`src/rtl/exec_pkg.sv`:
```
// constants, field layouts and state types for the skip/indexed execute block
// assumes one 10 MHz clock; one instruction cycle spans four clocks (q1..q4)
// Operation
// RULE1: opcode 1011 tests bit, skips when clear
// RULE2: opcode 1010 tests bit, skips when set
// RULE3: taken skip discards prefetch, runs one nop
// RULE4: skip over two-word instruction flushes both
// RULE5: access bit zero fixed bank, one banked
// RULE6: extended set, a=0, f<=95 uses frame offset
// RULE7: two-word indexed move, frame plus 7-bit offsets
// RULE8: move addresses reach full 4096-byte space
// RULE9: fetch never moves into pc/stack-top bytes; not enforced, the move writes any address outside the indirect window
// RULE10: indirect source register reads as zero
// RULE11: indirect destination register suppresses write
// RULE12: move reads at q4, writes next q4
// RULE13: push writes literal at frame pointer, q4
// RULE14: push then decrements 12-bit frame pointer
// RULE15: status flags untouched; bit test phase plan
package exec_pkg;
   // ----------------------------------------------------------------
   // opcodes and field positions
   // ----------------------------------------------------------------
   localparam logic [3:0]  OP_BT_CLEAR    = 4'hb;   // upper nibble, skip if clear
   localparam logic [3:0]  OP_BT_SET      = 4'ha;   // upper nibble, skip if set
   localparam logic [7:0]  OP_MOVE_W1     = 8'heb;  // first word of indexed move
   localparam logic [3:0]  OP_MOVE_W2     = 4'hf;   // second word prefix
   localparam logic [7:0]  OP_PUSH_LIT    = 8'hea;  // push literal
   localparam int          BIT_IDX_LSB    = 9;      // bit index sits in [11:9]
   localparam int          ACCESS_BIT     = 8;      // access-select bit
   localparam int          OFFSET_W       = 7;      // indexed offset width
   // ----------------------------------------------------------------
   // address map
   // ----------------------------------------------------------------
   localparam logic [7:0]  LIT_OFFSET_MAX = 8'h5f;  // highest literal offset
   localparam logic [7:0]  ACCESS_SPLIT   = 8'h60;  // low/high half of access bank
   localparam logic [3:0]  ACCESS_LO_BANK = 4'h0;
   localparam logic [3:0]  ACCESS_HI_BANK = 4'hf;
   localparam logic [11:0] INDIRECT_LO    = 12'hfd8; // indirect register window
   localparam logic [11:0] INDIRECT_HI    = 12'hfef;
   localparam logic [11:0] FP_RESET       = 12'h000; // frame pointer after reset
   localparam logic [11:0] FP_STEP        = 12'h001; // push decrement
   localparam logic [1:0]  FLUSH_ONE      = 2'h1;    // nop cycles after a skip
   localparam logic [1:0]  FLUSH_TWO      = 2'h2;
   // ----------------------------------------------------------------
   // types
   // ----------------------------------------------------------------
   typedef enum logic [1:0] {PH_Q1, PH_Q2, PH_Q3, PH_Q4} phase_t;
   typedef enum logic [1:0] {ST_RUN, ST_MOVE_DST, ST_FLUSH} exec_state_t;
endpackage

```
`src/rtl/quad_phase.sv`:
```
// four-phase instruction cycle generator
// assumes the core clock is the only clock; phases advance every clock
module quad_phase
   import exec_pkg::*;
(
   input  wire logic mclk,
   input  wire logic rst_n,
   output phase_t    phase
);
   // ----------------------------------------------------------------
   // phase counter
   // ----------------------------------------------------------------
   // q1 after reset so the first fetch boundary lands four clocks in
   always_ff @(posedge mclk or negedge rst_n) begin
      if (!rst_n) begin
         phase <= PH_Q1;
      end else begin
         unique case (phase)
            PH_Q1: phase <= PH_Q2;
            PH_Q2: phase <= PH_Q3;
            PH_Q3: phase <= PH_Q4;
            PH_Q4: phase <= PH_Q1;
         endcase
      end
   end
endmodule

```
`src/rtl/bit_skip_indexed_move_exec.sv`:
```
// execute stage for bit-test skips, indexed move and push literal
// assumes fetch presents the next word and its two-word flag at the end of q4,
// and data memory answers a read within the clock that mem_rd is high
module bit_skip_indexed_move_exec
   import exec_pkg::*;
(
   input  wire logic        mclk,
   input  wire logic        rst_n,
   input  wire logic [15:0] instr_word,      // word prefetched this cycle
   input  wire logic        instr_valid,     // that word is real
   input  wire logic        next_two_word,   // that word opens a two-word instruction
   input  wire logic        ext_set_en,      // extended instruction set enabled
   input  wire logic [3:0]  bank_select_reg, // current bank
   input  wire logic        fp_wr,           // core loads the frame pointer
   input  wire logic [11:0] fp_wdata,
   input  wire logic [7:0]  mem_rdata,
   output logic      [11:0] mem_addr,
   output logic             mem_rd,
   output logic             mem_wr,
   output logic      [7:0]  mem_wdata,
   output logic      [11:0] frame_pointer,
   output logic             nop_cycle,       // flushed instruction cycle
   output phase_t           phase
);
   // ----------------------------------------------------------------
   // state
   // ----------------------------------------------------------------
   exec_state_t  state;          // sequencing state
   logic [15:0]  ir;             // word executing this cycle
   logic         ir_valid;       // zero means a nop cycle
   logic [1:0]   flush_left;     // nop cycles still owed, current included
   logic         test_bit;       // bit sampled in q2
   logic         skip_pending;   // skip decision from q3
   logic [7:0]   move_data;      // byte carried between move cycles
   logic         dst_nop;        // move write dropped, helper for checks
   logic [11:0]  bt_addr;        // bit-test operand address
   logic [11:0]  src_addr;
   logic [11:0]  dst_addr;
   logic         is_btc;
   logic         is_bts;
   logic         is_move1;
   logic         is_push;

   quad_phase u_phase (
      .mclk  (mclk),
      .rst_n (rst_n),
      .phase (phase)
   );

   // window of registers that stand for indirect access
   function automatic logic is_ind(input logic [11:0] a);
      is_ind = (a >= INDIRECT_LO) && (a <= INDIRECT_HI);
   endfunction

   // ----------------------------------------------------------------
   // decode
   // ----------------------------------------------------------------
   // RULE1 skip-if-clear pattern
   assign is_btc   = ir_valid && (state == ST_RUN) && (ir[15:12] == OP_BT_CLEAR);
   // RULE2 skip-if-set pattern
   assign is_bts   = ir_valid && (state == ST_RUN) && (ir[15:12] == OP_BT_SET);
   // RULE7 first word of the move
   assign is_move1 = ir_valid && (state == ST_RUN) && (ir[15:8] == OP_MOVE_W1);
   // RULE13 push literal pattern
   assign is_push  = ir_valid && (state == ST_RUN) && (ir[15:8] == OP_PUSH_LIT);

   // ----------------------------------------------------------------
   // address formation
   // ----------------------------------------------------------------
   // bit-test operand: banked, literal offset, or fixed access bank
   always_comb begin
      if (ir[ACCESS_BIT]) begin
         // RULE5 banked access by default
         bt_addr = {bank_select_reg, ir[7:0]};
      end else if (ext_set_en && (ir[7:0] <= LIT_OFFSET_MAX)) begin
         // RULE6 literal offset from frame pointer
         bt_addr = frame_pointer + {4'h0, ir[7:0]};
      end else if (ir[7:0] < ACCESS_SPLIT) begin
         // RULE5 fixed access bank, low half
         bt_addr = {ACCESS_LO_BANK, ir[7:0]};
      end else begin
         bt_addr = {ACCESS_HI_BANK, ir[7:0]};
      end
   end

   // RULE8 full 12-bit sum, no bank clipping
   assign src_addr = frame_pointer + {5'h00, ir[OFFSET_W-1:0]};
   assign dst_addr = frame_pointer + {5'h00, ir[OFFSET_W-1:0]};

   // ----------------------------------------------------------------
   // cycle sequencing and instruction register
   // ----------------------------------------------------------------
   // all transitions happen on the q4 edge, the fetch boundary
   always_ff @(posedge mclk or negedge rst_n) begin
      if (!rst_n) begin
         state      <= ST_RUN;
         ir         <= 16'h0000;
         ir_valid   <= 1'b0;
         flush_left <= 2'h0;
         nop_cycle  <= 1'b0;
      end else if (phase == PH_Q4) begin
         unique case (state)
            ST_RUN: begin
               ir <= instr_word;
               if ((is_btc || is_bts) && skip_pending) begin
                  // RULE3 discard prefetched word, nop in its place
                  ir_valid   <= 1'b0;
                  nop_cycle  <= 1'b1;
                  state      <= ST_FLUSH;
                  // RULE4 two-word target costs a second nop
                  flush_left <= next_two_word ? FLUSH_TWO : FLUSH_ONE;
               end else if (is_move1) begin
                  // RULE12 second word drives the destination cycle
                  ir_valid <= instr_valid;
                  state    <= ST_MOVE_DST;
               end else begin
                  ir_valid <= instr_valid;
               end
            end
            ST_MOVE_DST: begin
               ir       <= instr_word;
               ir_valid <= instr_valid;
               state    <= ST_RUN;
            end
            ST_FLUSH: begin
               ir <= instr_word;
               if (flush_left == FLUSH_TWO) begin
                  // RULE4 second word is dropped as well
                  flush_left <= FLUSH_ONE;
                  ir_valid   <= 1'b0;
               end else begin
                  flush_left <= 2'h0;
                  nop_cycle  <= 1'b0;
                  ir_valid   <= instr_valid;
                  state      <= ST_RUN;
               end
            end
            default: begin
               state    <= ST_RUN;
               ir_valid <= 1'b0;
            end
         endcase
      end
   end

   // ----------------------------------------------------------------
   // data memory port
   // ----------------------------------------------------------------
   // strobes last one clock; rd in q2 for bit tests, q4 for the move
   // source, wr in q4. nothing here drives the alu flags.
   always_ff @(posedge mclk or negedge rst_n) begin
      if (!rst_n) begin
         mem_addr  <= 12'h000;
         mem_rd    <= 1'b0;
         mem_wr    <= 1'b0;
         mem_wdata <= 8'h00;
         dst_nop   <= 1'b0;
      end else begin
         mem_rd  <= 1'b0;
         mem_wr  <= 1'b0;
         dst_nop <= 1'b0;
         if (phase == PH_Q1 && (is_btc || is_bts)) begin
            // RULE15 read register in q2
            mem_addr <= bt_addr;
            mem_rd   <= 1'b1;
         end else if (phase == PH_Q3 && is_move1) begin
            // RULE10 indirect source is never touched in memory
            mem_addr <= src_addr;
            mem_rd   <= !is_ind(src_addr);
         end else if (phase == PH_Q3 && state == ST_MOVE_DST) begin
            mem_addr  <= dst_addr;
            mem_wdata <= move_data;
            // RULE11 indirect destination turns the move into a nop
            mem_wr    <= !is_ind(dst_addr);
            dst_nop   <= is_ind(dst_addr);
         end else if (phase == PH_Q3 && is_push) begin
            // RULE13 literal to current frame pointer in q4
            mem_addr  <= frame_pointer;
            mem_wdata <= ir[7:0];
            mem_wr    <= 1'b1;
         end
      end
   end

   // ----------------------------------------------------------------
   // bit test evaluation
   // ----------------------------------------------------------------
   // q2 edge captures the bit, q3 edge decides, q4 is idle
   always_ff @(posedge mclk or negedge rst_n) begin
      if (!rst_n) begin
         test_bit     <= 1'b0;
         skip_pending <= 1'b0;
      end else if (phase == PH_Q2 && mem_rd) begin
         test_bit <= mem_rdata[ir[BIT_IDX_LSB +: 3]];
      end else if (phase == PH_Q3) begin
         // RULE1 clear bit skips; RULE2 set bit skips
         skip_pending <= (is_btc && !test_bit) || (is_bts && test_bit);
      end
   end

   // ----------------------------------------------------------------
   // move source capture
   // ----------------------------------------------------------------
   always_ff @(posedge mclk or negedge rst_n) begin
      if (!rst_n) begin
         move_data <= 8'h00;
      end else if (phase == PH_Q4 && is_move1) begin
         // RULE10 indirect source reads as zero
         move_data <= mem_rd ? mem_rdata : 8'h00;
      end
   end

   // ----------------------------------------------------------------
   // frame pointer
   // ----------------------------------------------------------------
   // a core load wins over the push decrement in the same clock
   always_ff @(posedge mclk or negedge rst_n) begin
      if (!rst_n) begin
         frame_pointer <= FP_RESET;
      end else if (fp_wr) begin
         frame_pointer <= fp_wdata;
      end else if (phase == PH_Q4 && is_push) begin
         // RULE14 12-bit decrement after the write
         frame_pointer <= frame_pointer - FP_STEP;
      end
   end
endmodule

```
`config.mk`:
```
export PLATFORM = sky130hd
export DESIGN_NAME = bit_skip_indexed_move_exec
export DESIGN_NICKNAME = d
export VERILOG_FILES = /design/src/rtl/exec_pkg.sv /design/src/rtl/quad_phase.sv /design/src/rtl/bit_skip_indexed_move_exec.sv
export SDC_FILE = /design/constraint.sdc
export NUM_CORES = 1
export LEC_CHECK = 0
export ABC_AREA = 1
export BUFFER_PORTS_ARGS = -buffer_cell sky130_fd_sc_hd__buf_4
export CELL_PAD_IN_SITES_DETAIL_PLACEMENT = 0
export CELL_PAD_IN_SITES_GLOBAL_PLACEMENT = 2
export CORE_MARGIN = 1.5
export CORE_UTILIZATION = 31
export CTS_BUF_LIST = sky130_fd_sc_hd__clkbuf_16
export DETAILED_ROUTE_END_ITERATION = 16
export GPL_TIMING_DRIVEN = 1
export MAX_ROUTING_LAYER = met4
export PLACE_DENSITY_LB_ADDON = 0.1
export SYNTH_ARGS = -nofsm -noshare
export SYNTH_HDL_FRONTEND = slang
export SYNTH_HIERARCHICAL = 1
export SYNTH_SLANG_ARGS = --single-unit
```
`constraint.sdc`:
```
create_clock -name mclk -period 2.4 [get_ports mclk]
set_clock_uncertainty 0.05 [all_clocks]
set_input_delay 0.48 -clock mclk [delete_from_list [all_inputs] [get_ports mclk]]
set_output_delay 0.48 -clock mclk [all_outputs]
set_load 0.01 [all_outputs]
```
# Word-level counts from Yosys, hierarchy flattened
# Cells that the tools add are included.
[totals]
word_cells = 107
register_bits = 68
out_inout_bits = 37
inputBits = 46
[classes]
n_eq_ne = 13
n_bitwise = 3
n_reduce_logical = 34
mux = 35
add_sub_neg = 3
n_lt_le_gt_ge = 5
[ops]
columns = ["operator", "n"]
rows = [
  ["12-bit two-way mux", 9],
  ["8-bit two-way mux", 3],
  ["1-bit logical AND", 17],
  ["8-bit equality test (second input constant)", 2],
  ["12-bit by 7-bit adder with 12-bit output", 1],
  ["12-bit by 8-bit adder with 12-bit output", 1],
  ["12-bit greater-or-equal comparator (second input constant)", 1],
  ["12-bit less-or-equal comparator (second input constant)", 1],
  ["1-bit two-way mux", 12],
  ["12-bit by 1-bit subtractor with 12-bit output (second input constant)", 1],
  ["2-bit two-way mux", 5],
  ["3-bit AND reduction", 3],
  ["2-bit equality test (second input constant)", 4],
  ["4-bit equality test (second input constant)", 2],
  ["8-bit by 7-bit less-or-equal comparator with 1-bit output (second input constant)", 1],
  ["8-bit by 7-bit < comparator with 1-bit output (second input constant)", 1],
  ["2-bit one-hot mux with 2 select lines", 2],
  ["2-bit one-hot mux with 4 select lines", 1],
  ["2-bit nonzero test", 3],
  ["2-bit by 1-bit equality test with 1-bit output (second input constant)", 2],
  ["2-bit zero test", 2],
  ["3-bit by 4-bit < comparator with 1-bit output (second input constant)", 1],
  ["2-bit AND reduction", 2],
  ["4-bit AND reduction", 1],
  ["11 further kinds", 15],
]

# Longest topological paths before layout
# Gate-level depths: netlist (run 1).
[depth]
word_depth = 8
mapped_depth = 14
mapped_depth_nobuf = 14

# By module
# The synthesis (run 1) kept the hierarchy.
[by_module_without_submodules]
columns = ["mod", "area_per_inst_um2", "cells_per_inst", "seq_area_each_um2", "n_inst"]
rows = [
  ["bit_skip_indexed_move_exec", 4351.7, 601, 1651.6, 1],
  ["quad_phase", 93.8, 9, 50.0, 1],
]

# Worst setup path after synthesis (run 1)
# Ideal clock, no wire load.
[synth_timing]
kind = "register -> register"
from = "register frame_pointer[0]"
to = "register mem_rd"
path_buffers = 0
setup_ps = 121
period_less_slack_ps = 2140
stages_incl_launch_ff = 13
arrival_ps = 1969
required_time_ps = 2229
setup_slack_ps = 260
path_cell_list = "dfrtp_1 ha_1 fa_1 nand2_1 nand3_1 nand3_1 nand2_1 xor2_1 nand2_1 nor2_1 nand3_1 nand2_1 nand2_1"
[synth_via]
elab_chain_len = 6
elab_cells_between_ends = 7
classes_between = "1 x add/sub; 2 x order compare; 2 x mux; 2 x reduce/logical"
[synth_rtl]
columns = ["element", "line_no", "text"]
rows = [
  ["start: declaration", "bit_skip_indexed_move_exec.sv:21", "output logic [11:0] frame_pointer,"],
  ["start signal: assignment", "bit_skip_indexed_move_exec.sv:221", "frame_pointer <= fp_wdata;"],
  ["start signal: assignment", "bit_skip_indexed_move_exec.sv:224", "frame_pointer <= frame_pointer - FP_STEP;"],
  ["12-bit by 7-bit adder with 12-bit output (*)", "bit_skip_indexed_move_exec.sv:87", "assign src_addr = frame_pointer + {5'h00, ir[OFFSET_W-1:0]};"],
  ["12-bit greater-or-equal comparator or 12-bit less-or-equal comparator (tied branches)", "n/a", ""],
  ["1-bit logical AND (*)", "n/a", ""],
  ["1-bit zero test (*)", "bit_skip_indexed_move_exec.sv:169", "mem_rd <= !is_ind(src_addr);"],
  ["1-bit two-way mux (*)", "bit_skip_indexed_move_exec.sv:166", "end else if (phase == PH_Q3 && is_move1) begin"],
  ["1-bit two-way mux (*)", "bit_skip_indexed_move_exec.sv:162", "if (phase == PH_Q1 && (is_btc || is_bts)) begin"],
  ["end signal: assignment", "bit_skip_indexed_move_exec.sv:169", ""],
  ["end: declaration", "bit_skip_indexed_move_exec.sv:18", "output logic mem_rd,"],
]
# Mark *: on every way between the ends. The rest lies on a longest branch, timed or not.
# A chain may end at the register's enable or synchronous reset.

# Worst setup path after layout (run 1)
# Ends and elaborated chain as after synthesis.

==> results of run 1 <==
-- area by class of cell --
type	count	area, um^2	area share [%]
timing repair buffer	99	768	13.7
clock inverter	7	60.1	1.07
clock buffer	9	225	4.03
inverter	73	277	4.95
multi-input combinational	450	2330	41.7
tap	180	225	4.03
sequential	68	1700	30.4
-- timing repair --
| action | in CTS | in global routing |
|---|---|---|
| endpoints found under the setup margin | 0 | 2 |
| gates resized for setup | 0 | 3 |
| setup buffers | 0 | 0 |
-- cells in the final DEF, fill, tap and decap left out, drive strengths merged, types with 2 or more instances in the layout --
cell / synthesis / layout
inv: 72 / 74
nor4: 4 / 4
or2: 2 / 2
ha: 11 / 11
nand2: 191 / 191
xor2: 4 / 4
clkbuf: 5 / 9
o211ai: 11 / 11
a21oi: 25 / 25
nor3: 5 / 5
clkinv: 1 / 5
o311ai: 2 / 2
o22ai: 4 / 4
nor2: 61 / 61
a31oi: 12 / 12
nand3: 43 / 43
nand4: 4 / 4
a21o: 2 / 2
dfrtp: 68 / 68
o21ai: 61 / 61
buf: 14 / 99
-- layer usage --
metal	share of wire, %	global-route usage [%]	wire (um)	up-vias
li1	-	-	-	2175
met1	52	28.5	6990	1872
met2	42	27.2	5640	94
met3	5.0	4.28	668	6
met4	0.69	5.23	93	0
met5	0	-	0	-
-- cell families (layout without fill, tap and decap cells) --
group | Yosys count | after routing | share of synthesized area (%)
compound gates | 121 | 121 | 16.2
xor+xnor | 5 | 5 | 0.985
fa+ha+maj | 12 | 12 | 3.55
buf+inv | 92 | 188 | 9.46
flops | 68 | 68 | 38.3
simple gates | 312 | 312 | 31.6
-- report_power, final --
group	leakage [nW]	total, W	internal, W	switching (W)
registers	0.779	0.00160	0.00140	0.000203
clock network	0.149	0.00128	0.000790	0.000489
logic	1.83	0.00129	0.000592	0.000700
-- stage by stage --
| step | instances | cell area (um^2) | utilization (%) |
|---|---|---|---|
| final | 886 | 5590 | 40.1 |
| after CTS | 886 | 5580 | 40.0 |
| after detailed placement | 870 | 5300 | 38.0 |
| after floorplan | 610 | 4450 | - |
| after global placement | 870 | 5300 | 38.0 |
| after global routing | 886 | 5590 | 40.1 |
-- registers in the layout (all words and copies together), names as in the netlist --
name           flops
state              2
skip_pending       1
mem_addr          12
mem_wdata          8
nop_cycle          1
flush_left         2
mem_wr             1
test_bit           1
mem_rd             1
ir                16
u_phase/phase      2
move_data          8
ir_valid           1
frame_pointer     12
-- path summary, 6_finish.rpt --
path,start,endpoint,slack [ns],cells past startpoint
max in group asynchronous,rst_n,frame_pointer[0],1.67,2
setup / recovery,frame_pointer[0],mem_rd,0.25,12
min in group mclk,instr_word[13],ir[13],0.30,3
setup reg to reg,frame_pointer[0],mem_rd,0.25,12
hold / removal,rst_n,mem_addr[9],0.05,1
hold reg to reg,mem_addr[10],mem_addr[10],0.43,2
==> results.toml, run 1 <==
[worst_setup_path]
cp_data_required_time_ns = 2.57
crit_top_cell = "sky130_fd_sc_hd__nand2_1"
crit_path_cell_trace = "ha_1 > fa_2 > nand2_1 > nand3_2 > nand3_1 > nand2_1 > xor2_1 > nand2_1 > nor2_1 > nand3_1 > nand2_1 > nand2_1"
critical_path.slowest_cell = "sky130_fd_sc_hd__dfrtp_1"
cp_top_family = "simple AND/OR/NAND/NOR gates"
critical_path_peak_fanout = 5
timing.critical_path.arrival_ns = 2.32
critPathMaxStageDelay_ns = 0.39
worstSetupStartpointType = "flip-flop"
end_kind = "flip-flop"
worstSetupPathType = "reg -> reg"
cp_num_buf_inv = 0

[yosys]
synthesis.instances = 610
synth_enable_flop_cells = 0
syn_area_um2 = 4450
synth.net_count = 668
synth_seq_cells = 68
synth.distinct_cells = 48
postSynthAreaPerCell_um2 = 7.29
ys.warnings.count = 6
synth_top_cells_by_count = "sky130_fd_sc_hd__nand2_1 (185), sky130_fd_sc_hd__dfrtp_1 (68), sky130_fd_sc_hd__inv_1 (65)"
area_contributors_post_synth = "sky130_fd_sc_hd__dfrtp_1 (38%), sky130_fd_sc_hd__nand2_1 (16%), sky130_fd_sc_hd__inv_1 (5.5%), sky130_fd_sc_hd__nor2_1 (4.7%), sky130_fd_sc_hd__o21ai_0 (4.7%)"
synth-seq-area-share_pct = 38.3
synthFlopType = "sky130_fd_sc_hd__dfrtp_1"
synth.most_common_cell = "sky130_fd_sc_hd__nand2_1"
asyncSetResetFlopFracSynth_pct = 100
post-synth-top-area-cell = "sky130_fd_sc_hd__dfrtp_1"
synthDominantCellAreaShare_pct = 38.3

[place]
buffer_ports.inserted = 82
place_hpwl_um = 10600
finalWeightedCongestion = 0.852
dp_slack_ns = 0.158

[floorplanning]
floorplan.die.height_um = 123
fp.dieW_um = 123
initial_core_utilization_pct = 31.9
number_of_i_o_pins = 83
dieArea_um2 = 15100
std_cell_rows = 43
core_um2 = 13900

[detailed_routing]
route.vias.total = 4147
ant_nets = 0
firstDrtPassIters = 5
detailedRoute.firstIterationViolations = 228
routed_via_density = 4.68
wl_per_cell_um = 15.1
detail_route.drc_violations = 0
finalWirelength_um = 13400

[run_status]
result_of_the_run = "finished clean"

[clocking]
number_of_buffers_created_by_cts = 9
clock_tree.buffer_depth = 2
postCtsHoldBufs = 0
clk_root_buffer_cell = "sky130_fd_sc_hd__clkbuf_16"
tritoncts = "yes"
clk_lat_worst_skew_ns = 0.34
cts_max_level = 3
clkSinkCount = 68
clk_pin_slew_ns = 0.05

[global_route]
grtUsageTotal_pct = 19.6
antenna_found_initial = 0
grt_start_max_net_pins = 39
number_of_global_route_vias_before_repair = 4000
grt-ovfl-total = 0
grt_first_pass_wirelength_um = 21600

[min_path]
min_path_type = "in -> async"

[sta]
drv_slew = 0
hold_ws_ns = 0.0503
finalHoldViolations = 0
grt_setup_unrepaired = "false"
report.final.setup_viol = 0
post-route-period-util_pct = 89.5
setup_ws_ns = 0.252
worst_slew_pin_slew_ns = 0.541
timing.slew.headroom_pct = 63.6
post-route-min-period_ns = 2.15
fin_tns_setup_ns = 0
maximum_clock_frequency_mhz = 466

[power]
pwr_dens_nw_per_um2 = 746
p_total_w = 0.00417
leakage_nw = 2.76
peakVddDrop_mv = 0.324

[cells_and_area]
share_of_final_layout_standard_cells_stronger_than_drive_strength_1_pct = 22.1
diodes = 0
area_delta_synth_final_pct = 25.8
n_fill_cell = 1496
final_nets = 759

[flow_run]
maxCapViolCount = 0
Power figures use the tool's default switching activity.
==> run 2, diff against run 1 <==
Settings changed: REMOVE_ABC_BUFFERS set to 1.
==> run 2 against run 1 <==
Net effect:
- global-route usage is essentially flat
- non-clock buffer count is the same
- count of clock-buffer cells in the layout stayed put
- critical path depth stayed put
- die area stayed put
- maximum frequency is 1.7% lower
- power fell by 1.1%
- first-iteration DRC count down 16%
- register-to-register slack worse by 0.04 ns
- clock power about the same
- largest power group unchanged
- final cell count decreased by 0.23%
- wire length up 0.31%
==> results.toml, run 2 (synthesis results as in run 1) <==
[cells_and_area]
area_delta_synth_final_pct = 25.3
n_fill_cell = 1467
layout_common_cells = "sky130_fd_sc_hd__nand2_1 (185), sky130_fd_sc_hd__buf_4 (98), sky130_fd_sc_hd__dfrtp_1 (68)"
share_of_final_layout_standard_cells_stronger_than_drive_strength_1_pct = 21.9
final_nets = 759
flip_flop_count_of_the_largest_register_all_copies_and_words_added = 16
biggest_registers_after_layout = "ir: 16 flops, frame_pointer: 12 flops, mem_addr: 12 flops"
regMostFlops = "ir"
final_area_um2 = 5570
layout_commonest_cell = "sky130_fd_sc_hd__nand2_1"
diodes = 0
final_core_util_pct = 40.0

[sta]
drv_slew = 0
post-route-min-period_ns = 2.19
worst_slew_pin_slew_ns = 0.508
report.final.setup_viol = 0
hold_ws_ns = 0.0603
finalHoldViolations = 0
fin_tns_setup_ns = 0
post-route-period-util_pct = 91.1
grt_setup_unrepaired = "false"
maximum_clock_frequency_mhz = 458
timing.slew.headroom_pct = 65.8

[worst_setup_path]
timing.critical_path.arrival_ns = 2.37
worstSetupPathType = "reg -> reg"
crit_top_cell = "sky130_fd_sc_hd__nand2_1"
path_depth = 12
r2r_start = "ir[6]"
r2r_end = "mem_wr"
cp_data_required_time_ns = 2.58
critical_path_peak_fanout = 6
worstSetupStartpointType = "flip-flop"
end_kind = "flip-flop"
cp_num_buf_inv = 1
cp_top_family = "simple AND/OR/NAND/NOR gates"
crit_path_cell_trace = "ha_1 > nand2_1 > nor2_1 > nand2_1 > nand2_1 > nand2_1 > nand2_1 > nand2_1 > nor2_1 > nand4_1 > nand2_1 > inv_1"
critPathMaxStageDelay_ns = 0.44
setup_slack_reg_to_reg_ns = 0.21
reg2regPathDepth = 12
critical_path.slowest_cell = "sky130_fd_sc_hd__dfrtp_1"

[floorplanning]
number_of_i_o_pins = 83
core_um2 = 13900
initial_core_utilization_pct = 31.9
fp.dieW_um = 123
dieArea_um2 = 15100
floorplan.die.height_um = 123
std_cell_rows = 43

[clocking]
postCtsHoldBufs = 0
clk_lat_worst_skew_ns = 0.34
clk_root_buffer_cell = "sky130_fd_sc_hd__clkbuf_16"
clkSinkCount = 68
clock_tree.buffer_depth = 2
cts_max_level = 3
number_of_buffers_created_by_cts = 9
clk_pin_slew_ns = 0.05
tritoncts = "yes"

[detailed_routing]
wl_per_cell_um = 15.2
detailedRoute.firstIterationViolations = 191
firstDrtPassIters = 4
ant_nets = 0
route.vias.total = 4165
finalWirelength_um = 13400
detail_route.drc_violations = 0
routed_via_density = 4.71

[global_route]
grt-ovfl-total = 0
antenna_found_initial = 0
grt_start_max_net_pins = 36
grt_first_pass_wirelength_um = 21600
grtUsageTotal_pct = 19.6
number_of_global_route_vias_before_repair = 3993

[place]
placedInstanceArea_um2 = 5280
finalWeightedCongestion = 0.921
buffer_ports.inserted = 82
place_hpwl_um = 10600

[min_path]
min_path_type = "in -> async"

[power]
peakVddDrop_mv = 0.426
p_total_w = 0.00412
pwr_dens_nw_per_um2 = 740
leakage_nw = 2.74

[run_status]
result_of_the_run = "finished clean"

[flow_run]
maxCapViolCount = 0
run 2: cell count changes in the layout (fill, tap and decap cells not counted), sizes merged:
cell  previous run  this run
inv             74        72
run 2: through the flow:
step           cells  worst slack, ns
2_1_floorplan    591            0.249
3_3_place_gp     870            0.172
3_5_place_dp     870            0.111
4_1_cts          884           0.0874
5_1_grt          884           0.0334
6_report         884            0.215
run 2: worst max path at each step:
stage	to	start
2_1_floorplan	mem_rd	frame_pointer[0]
3_3_place_gp	mem_wr	ir[0]
3_5_place_dp	mem_wr	ir[0]
4_1_cts	mem_wr	ir[0]
5_1_grt	mem_wr	ir[6]
6_report	mem_wr	ir[6]
run 2: routing by layer:
metal  share of wire (%)  wire (um)  up-vias  global-route usage [%]
li1                    -          -     2180                       -
met1                  52       6960     1887                    27.8
met2                  43       5730       90                    27.7
met3                 4.2        571        8                    4.32
met4                 1.3        181        0                    5.89
met5                   0          0        -                       -
run 2: power breakdown:
group          switching [W]  internal (W)  total (W)
combinational       0.000686      0.000589    0.00128
sequential          0.000202       0.00140    0.00160
clock               0.000471      0.000777    0.00125
total                0.00136       0.00276    0.00412
run 2: layout make-up:
type	instances	area (um^2)	area share, %
well taps	180	225	4.04
clock inverters	5	45.0	0.809
clock buffers	9	225	4.04
repair buffers	99	756	13.6
multi-input cells	450	2340	42.0
inverters	73	277	4.96
flip-flops and latches	68	1700	30.5
run 2: timing repair:
| item | 4_1_cts | 5_1_grt |
|---|---|---|
| endpoints found under the setup margin | 0 | 2 |
| resized for setup | 0 | 4 |
| endpoints found under the hold margin | 0 | 0 |
| buffers inserted | 0 | 0 |
==> run 3, diff against run 2 <==
Settings changed: CORE_UTILIZATION 31 to 32, CTS_BUF_LIST sky130_fd_sc_hd__clkbuf_16 to sky130_fd_sc_hd__clkbuf_8, SYNTH_HIERARCHICAL 1 to unset.
==> run 3 against run 2 <==
Net effect:
- synthesized cell count grew 2.3%
- sequential power is essentially flat
- global-route usage grew 2.7 points
- cell area grew 0.56%
- clock power shrank 18%
- sequential share of layout area shrank 0.15 points
- via count grew 7.9%
- non-clock buffer count grew 13
- largest power group unchanged
==> results.toml, run 3 <==
[global_route]
grt.met3_usage_pct = 3.30
number_of_global_route_vias_before_repair = 4463
grt_first_pass_wirelength_um = 24100
antenna_found_initial = 0
gr-usage-met2_pct = 32.3
grt_start_max_net_pins = 40
gr-max-usage-layer = "met2"
grt-ovfl-total = 0
use_met1_pct = 31.8
grtUsageTotal_pct = 22.3

[sta]
finalHoldViolations = 0
maximum_clock_frequency_mhz = 447
hold_ws_ns = 0.0540
fin_tns_setup_ns = 0
worst_slew_pin_slew_ns = 0.598
timing.slew.headroom_pct = 60.2
report.final.setup_viol = 0
post-route-min-period_ns = 2.24
drv_slew = 0
grt_setup_unrepaired = "false"
post-route-period-util_pct = 93.2

[yosys]
area_contributors_post_synth = "sky130_fd_sc_hd__dfrtp_1 (39%), sky130_fd_sc_hd__nand2_1 (18%), sky130_fd_sc_hd__o21ai_0 (5.2%), sky130_fd_sc_hd__inv_1 (5.2%), sky130_fd_sc_hd__nand3_1 (4.8%)"
asyncSetResetFlopFracSynth_pct = 100
ys.warnings.count = 0
fraction_of_the_mapped_netlist_area_in_compound_gates_pct = 14.2
synth_top_family_by_area = "simple AND/OR/NAND/NOR gates"
synthDominantCellAreaShare_pct = 38.6
post-synth-top-area-cell = "sky130_fd_sc_hd__dfrtp_1"
synth.distinct_cells = 45
synth.area.mux_share_pct = 0
synth_top_cells_by_count = "sky130_fd_sc_hd__nand2_1 (208), sky130_fd_sc_hd__dfrtp_1 (68), sky130_fd_sc_hd__inv_1 (61)"
synthFlopType = "sky130_fd_sc_hd__dfrtp_1"
post_synth_and_or_nand_nor_area_fraction_pct = 33.2
synth-seq-area-share_pct = 38.6
synth_enable_flop_cells = 0
synth.most_common_cell = "sky130_fd_sc_hd__nand2_1"
synth_xor_xnor_area_share_pct = 1.39
syn_area_um2 = 4410
synthesis.instances = 624
postSynthAreaPerCell_um2 = 7.07
adder_cell_area_share_of_the_yosys_netlist_pct = 4.43
synth_seq_cells = 68

[cells_and_area]
biggest_registers_after_layout = "ir: 16 flops, frame_pointer: 12 flops, mem_addr: 12 flops"
flip_flop_count_of_the_largest_register_all_copies_and_words_added = 16
layout_commonest_cell = "sky130_fd_sc_hd__nand2_1"
final_nets = 791
layout_common_cells = "sky130_fd_sc_hd__nand2_1 (207), sky130_fd_sc_hd__buf_4 (111), sky130_fd_sc_hd__dfrtp_1 (67)"
diodes = 0
fin_cells = 911
regMostFlops = "ir"
share_of_final_layout_standard_cells_stronger_than_drive_strength_1_pct = 21.6
area_delta_synth_final_pct = 27.0

[detailed_routing]
detail_route.drc_violations = 0
detailedRoute.firstIterationViolations = 318
ant_nets = 0
route.vias.total = 4496
wl_per_cell_um = 16.5
firstDrtPassIters = 5
routed_via_density = 4.94
finalWirelength_um = 15000

[place]
buffer_ports.inserted = 82
finalWeightedCongestion = 0.930
dp_cells = 892
place_hpwl_um = 11700

[power]
pwr_dens_nw_per_um2 = 696
leakage_nw = 2.82
peakVddDrop_mv = 0.266

[run_status]
result_of_the_run = "finished clean"

[floorplanning]
fp.dieW_um = 120
number_of_i_o_pins = 83
dieArea_um2 = 14500
initial_core_utilization_pct = 33.0
core_um2 = 13300
floorplan.die.height_um = 120
std_cell_rows = 42

[worst_setup_path]
worstSetupStartpointType = "flip-flop"
critPathMaxStageDelay_ns = 0.45
critical_path_peak_fanout = 3
crit_top_cell = "sky130_fd_sc_hd__nand2_1"
r2r_start = "frame_pointer[0]"
critPathLaunch = "frame_pointer[0]"
critical_path.slowest_cell = "sky130_fd_sc_hd__dfrtp_2"
end_kind = "flip-flop"
crit_path_cell_trace = "ha_2 > fa_2 > buf_4 > nand2_1 > nand2_1 > nand2_1 > nand2_1 > inv_1 > nand3_1 > nor2_1 > nand2_1 > nand2_1 > nand2_1"
worstSetupPathType = "reg -> reg"
timing.critical_path.arrival_ns = 2.45
cp_data_required_time_ns = 2.61

[clocking]
number_of_buffers_created_by_cts = 9
cts_max_level = 3
postCtsHoldBufs = 0
tritoncts = "yes"
clkSinkCount = 68
clk_root_buffer_cell = "sky130_fd_sc_hd__clkbuf_8"
clk_pin_slew_ns = 0.09
clk_lat_worst_skew_ns = 0.37
clock_tree.buffer_depth = 2

[flow_run]
maxCapViolCount = 0

[min_path]
min_path_type = "in -> async"
-- run 3: through the flow --
step / worst slack [ns] / power, W / instance area (um^2) / util [%]
after floorplan: 0.369 / 0.00225 / 4320 / -
after global placement: 0.0194 / 0.00288 / 5370 / 40.2
after detailed placement: 0.00865 / 0.00289 / 5370 / 40.2
after CTS: 0.0245 / 0.00391 / 5570 / 41.7
after global routing: 0.00385 / 0.00417 / 5600 / 42.0
final: 0.163 / 0.00390 / 5600 / 42.0
-- run 3: layout make-up --
class | count | area (um^2)
fill | 1453 | 7750
multi-input combinational | 470 | 2360
sequential | 68 | 1700
timing repair buffer | 112 | 853
inverter | 69 | 267
tap | 176 | 220
clock buffer | 10 | 138
clock inverter | 6 | 63.8
-- run 3: cell families (layout without fill, tap and decap cells) --
kind of cell	Yosys count	after routing
AND/OR/NAND/NOR	339	339
adder cells (fa/ha/maj)	15	15
AO/OA/AOI/OAI	109	109
buffers and inverters	86	197
flip-flops	68	68
XOR/XNOR	7	7
-- run 3: worst paths after layout --
check	endpoint	slack, ns	cells past startpoint
setup / recovery	mem_rd	0.16	13
hold / removal	frame_pointer[2]	0.05	1
setup reg to reg	mem_rd	0.16	13
hold reg to reg	mem_addr[2]	0.44	2
max in group asynchronous	frame_pointer[3]	1.66	2
min in group mclk	ir[13]	0.25	3
-- run 3: worst max-delay path: cells and delay by family (launching register included) --
kind,cells,cell delay (ns)
fa+ha+maj,2,0.62
flops,1,0.45
buf+inv,2,0.29
simple gates,9,0.70
-- run 3: per-layer routing --
| layer | vias to the layer above | wire length (um) | share of wire [%] |
|---|---|---|---|
| met5 | - | 0 | 0 |
| met4 | 0 | 288 | 1.9 |
| met3 | 22 | 816 | 5.4 |
| met2 | 138 | 6550 | 44 |
| met1 | 2089 | 7350 | 49 |
| li1 | 2247 | - | - |
-- run 3: power breakdown --
group / leakage, nW / internal, W / total, W / switching [W]
registers: 0.778 / 0.00138 / 0.00158 / 0.000194
clock network: 0.0983 / 0.000506 / 0.00102 / 0.000515
logic: 1.95 / 0.000590 / 0.00130 / 0.000710
total: 2.82 / 0.00248 / 0.00390 / 0.00142
-- run 3: repair_timing --
action | CTS | global route
setup buffers | 0 | 3
cloned | 0 | 0
endpoints found under the setup margin | 1 | 5
pin swaps | 0 | 1
gates resized for setup | 1 | 4
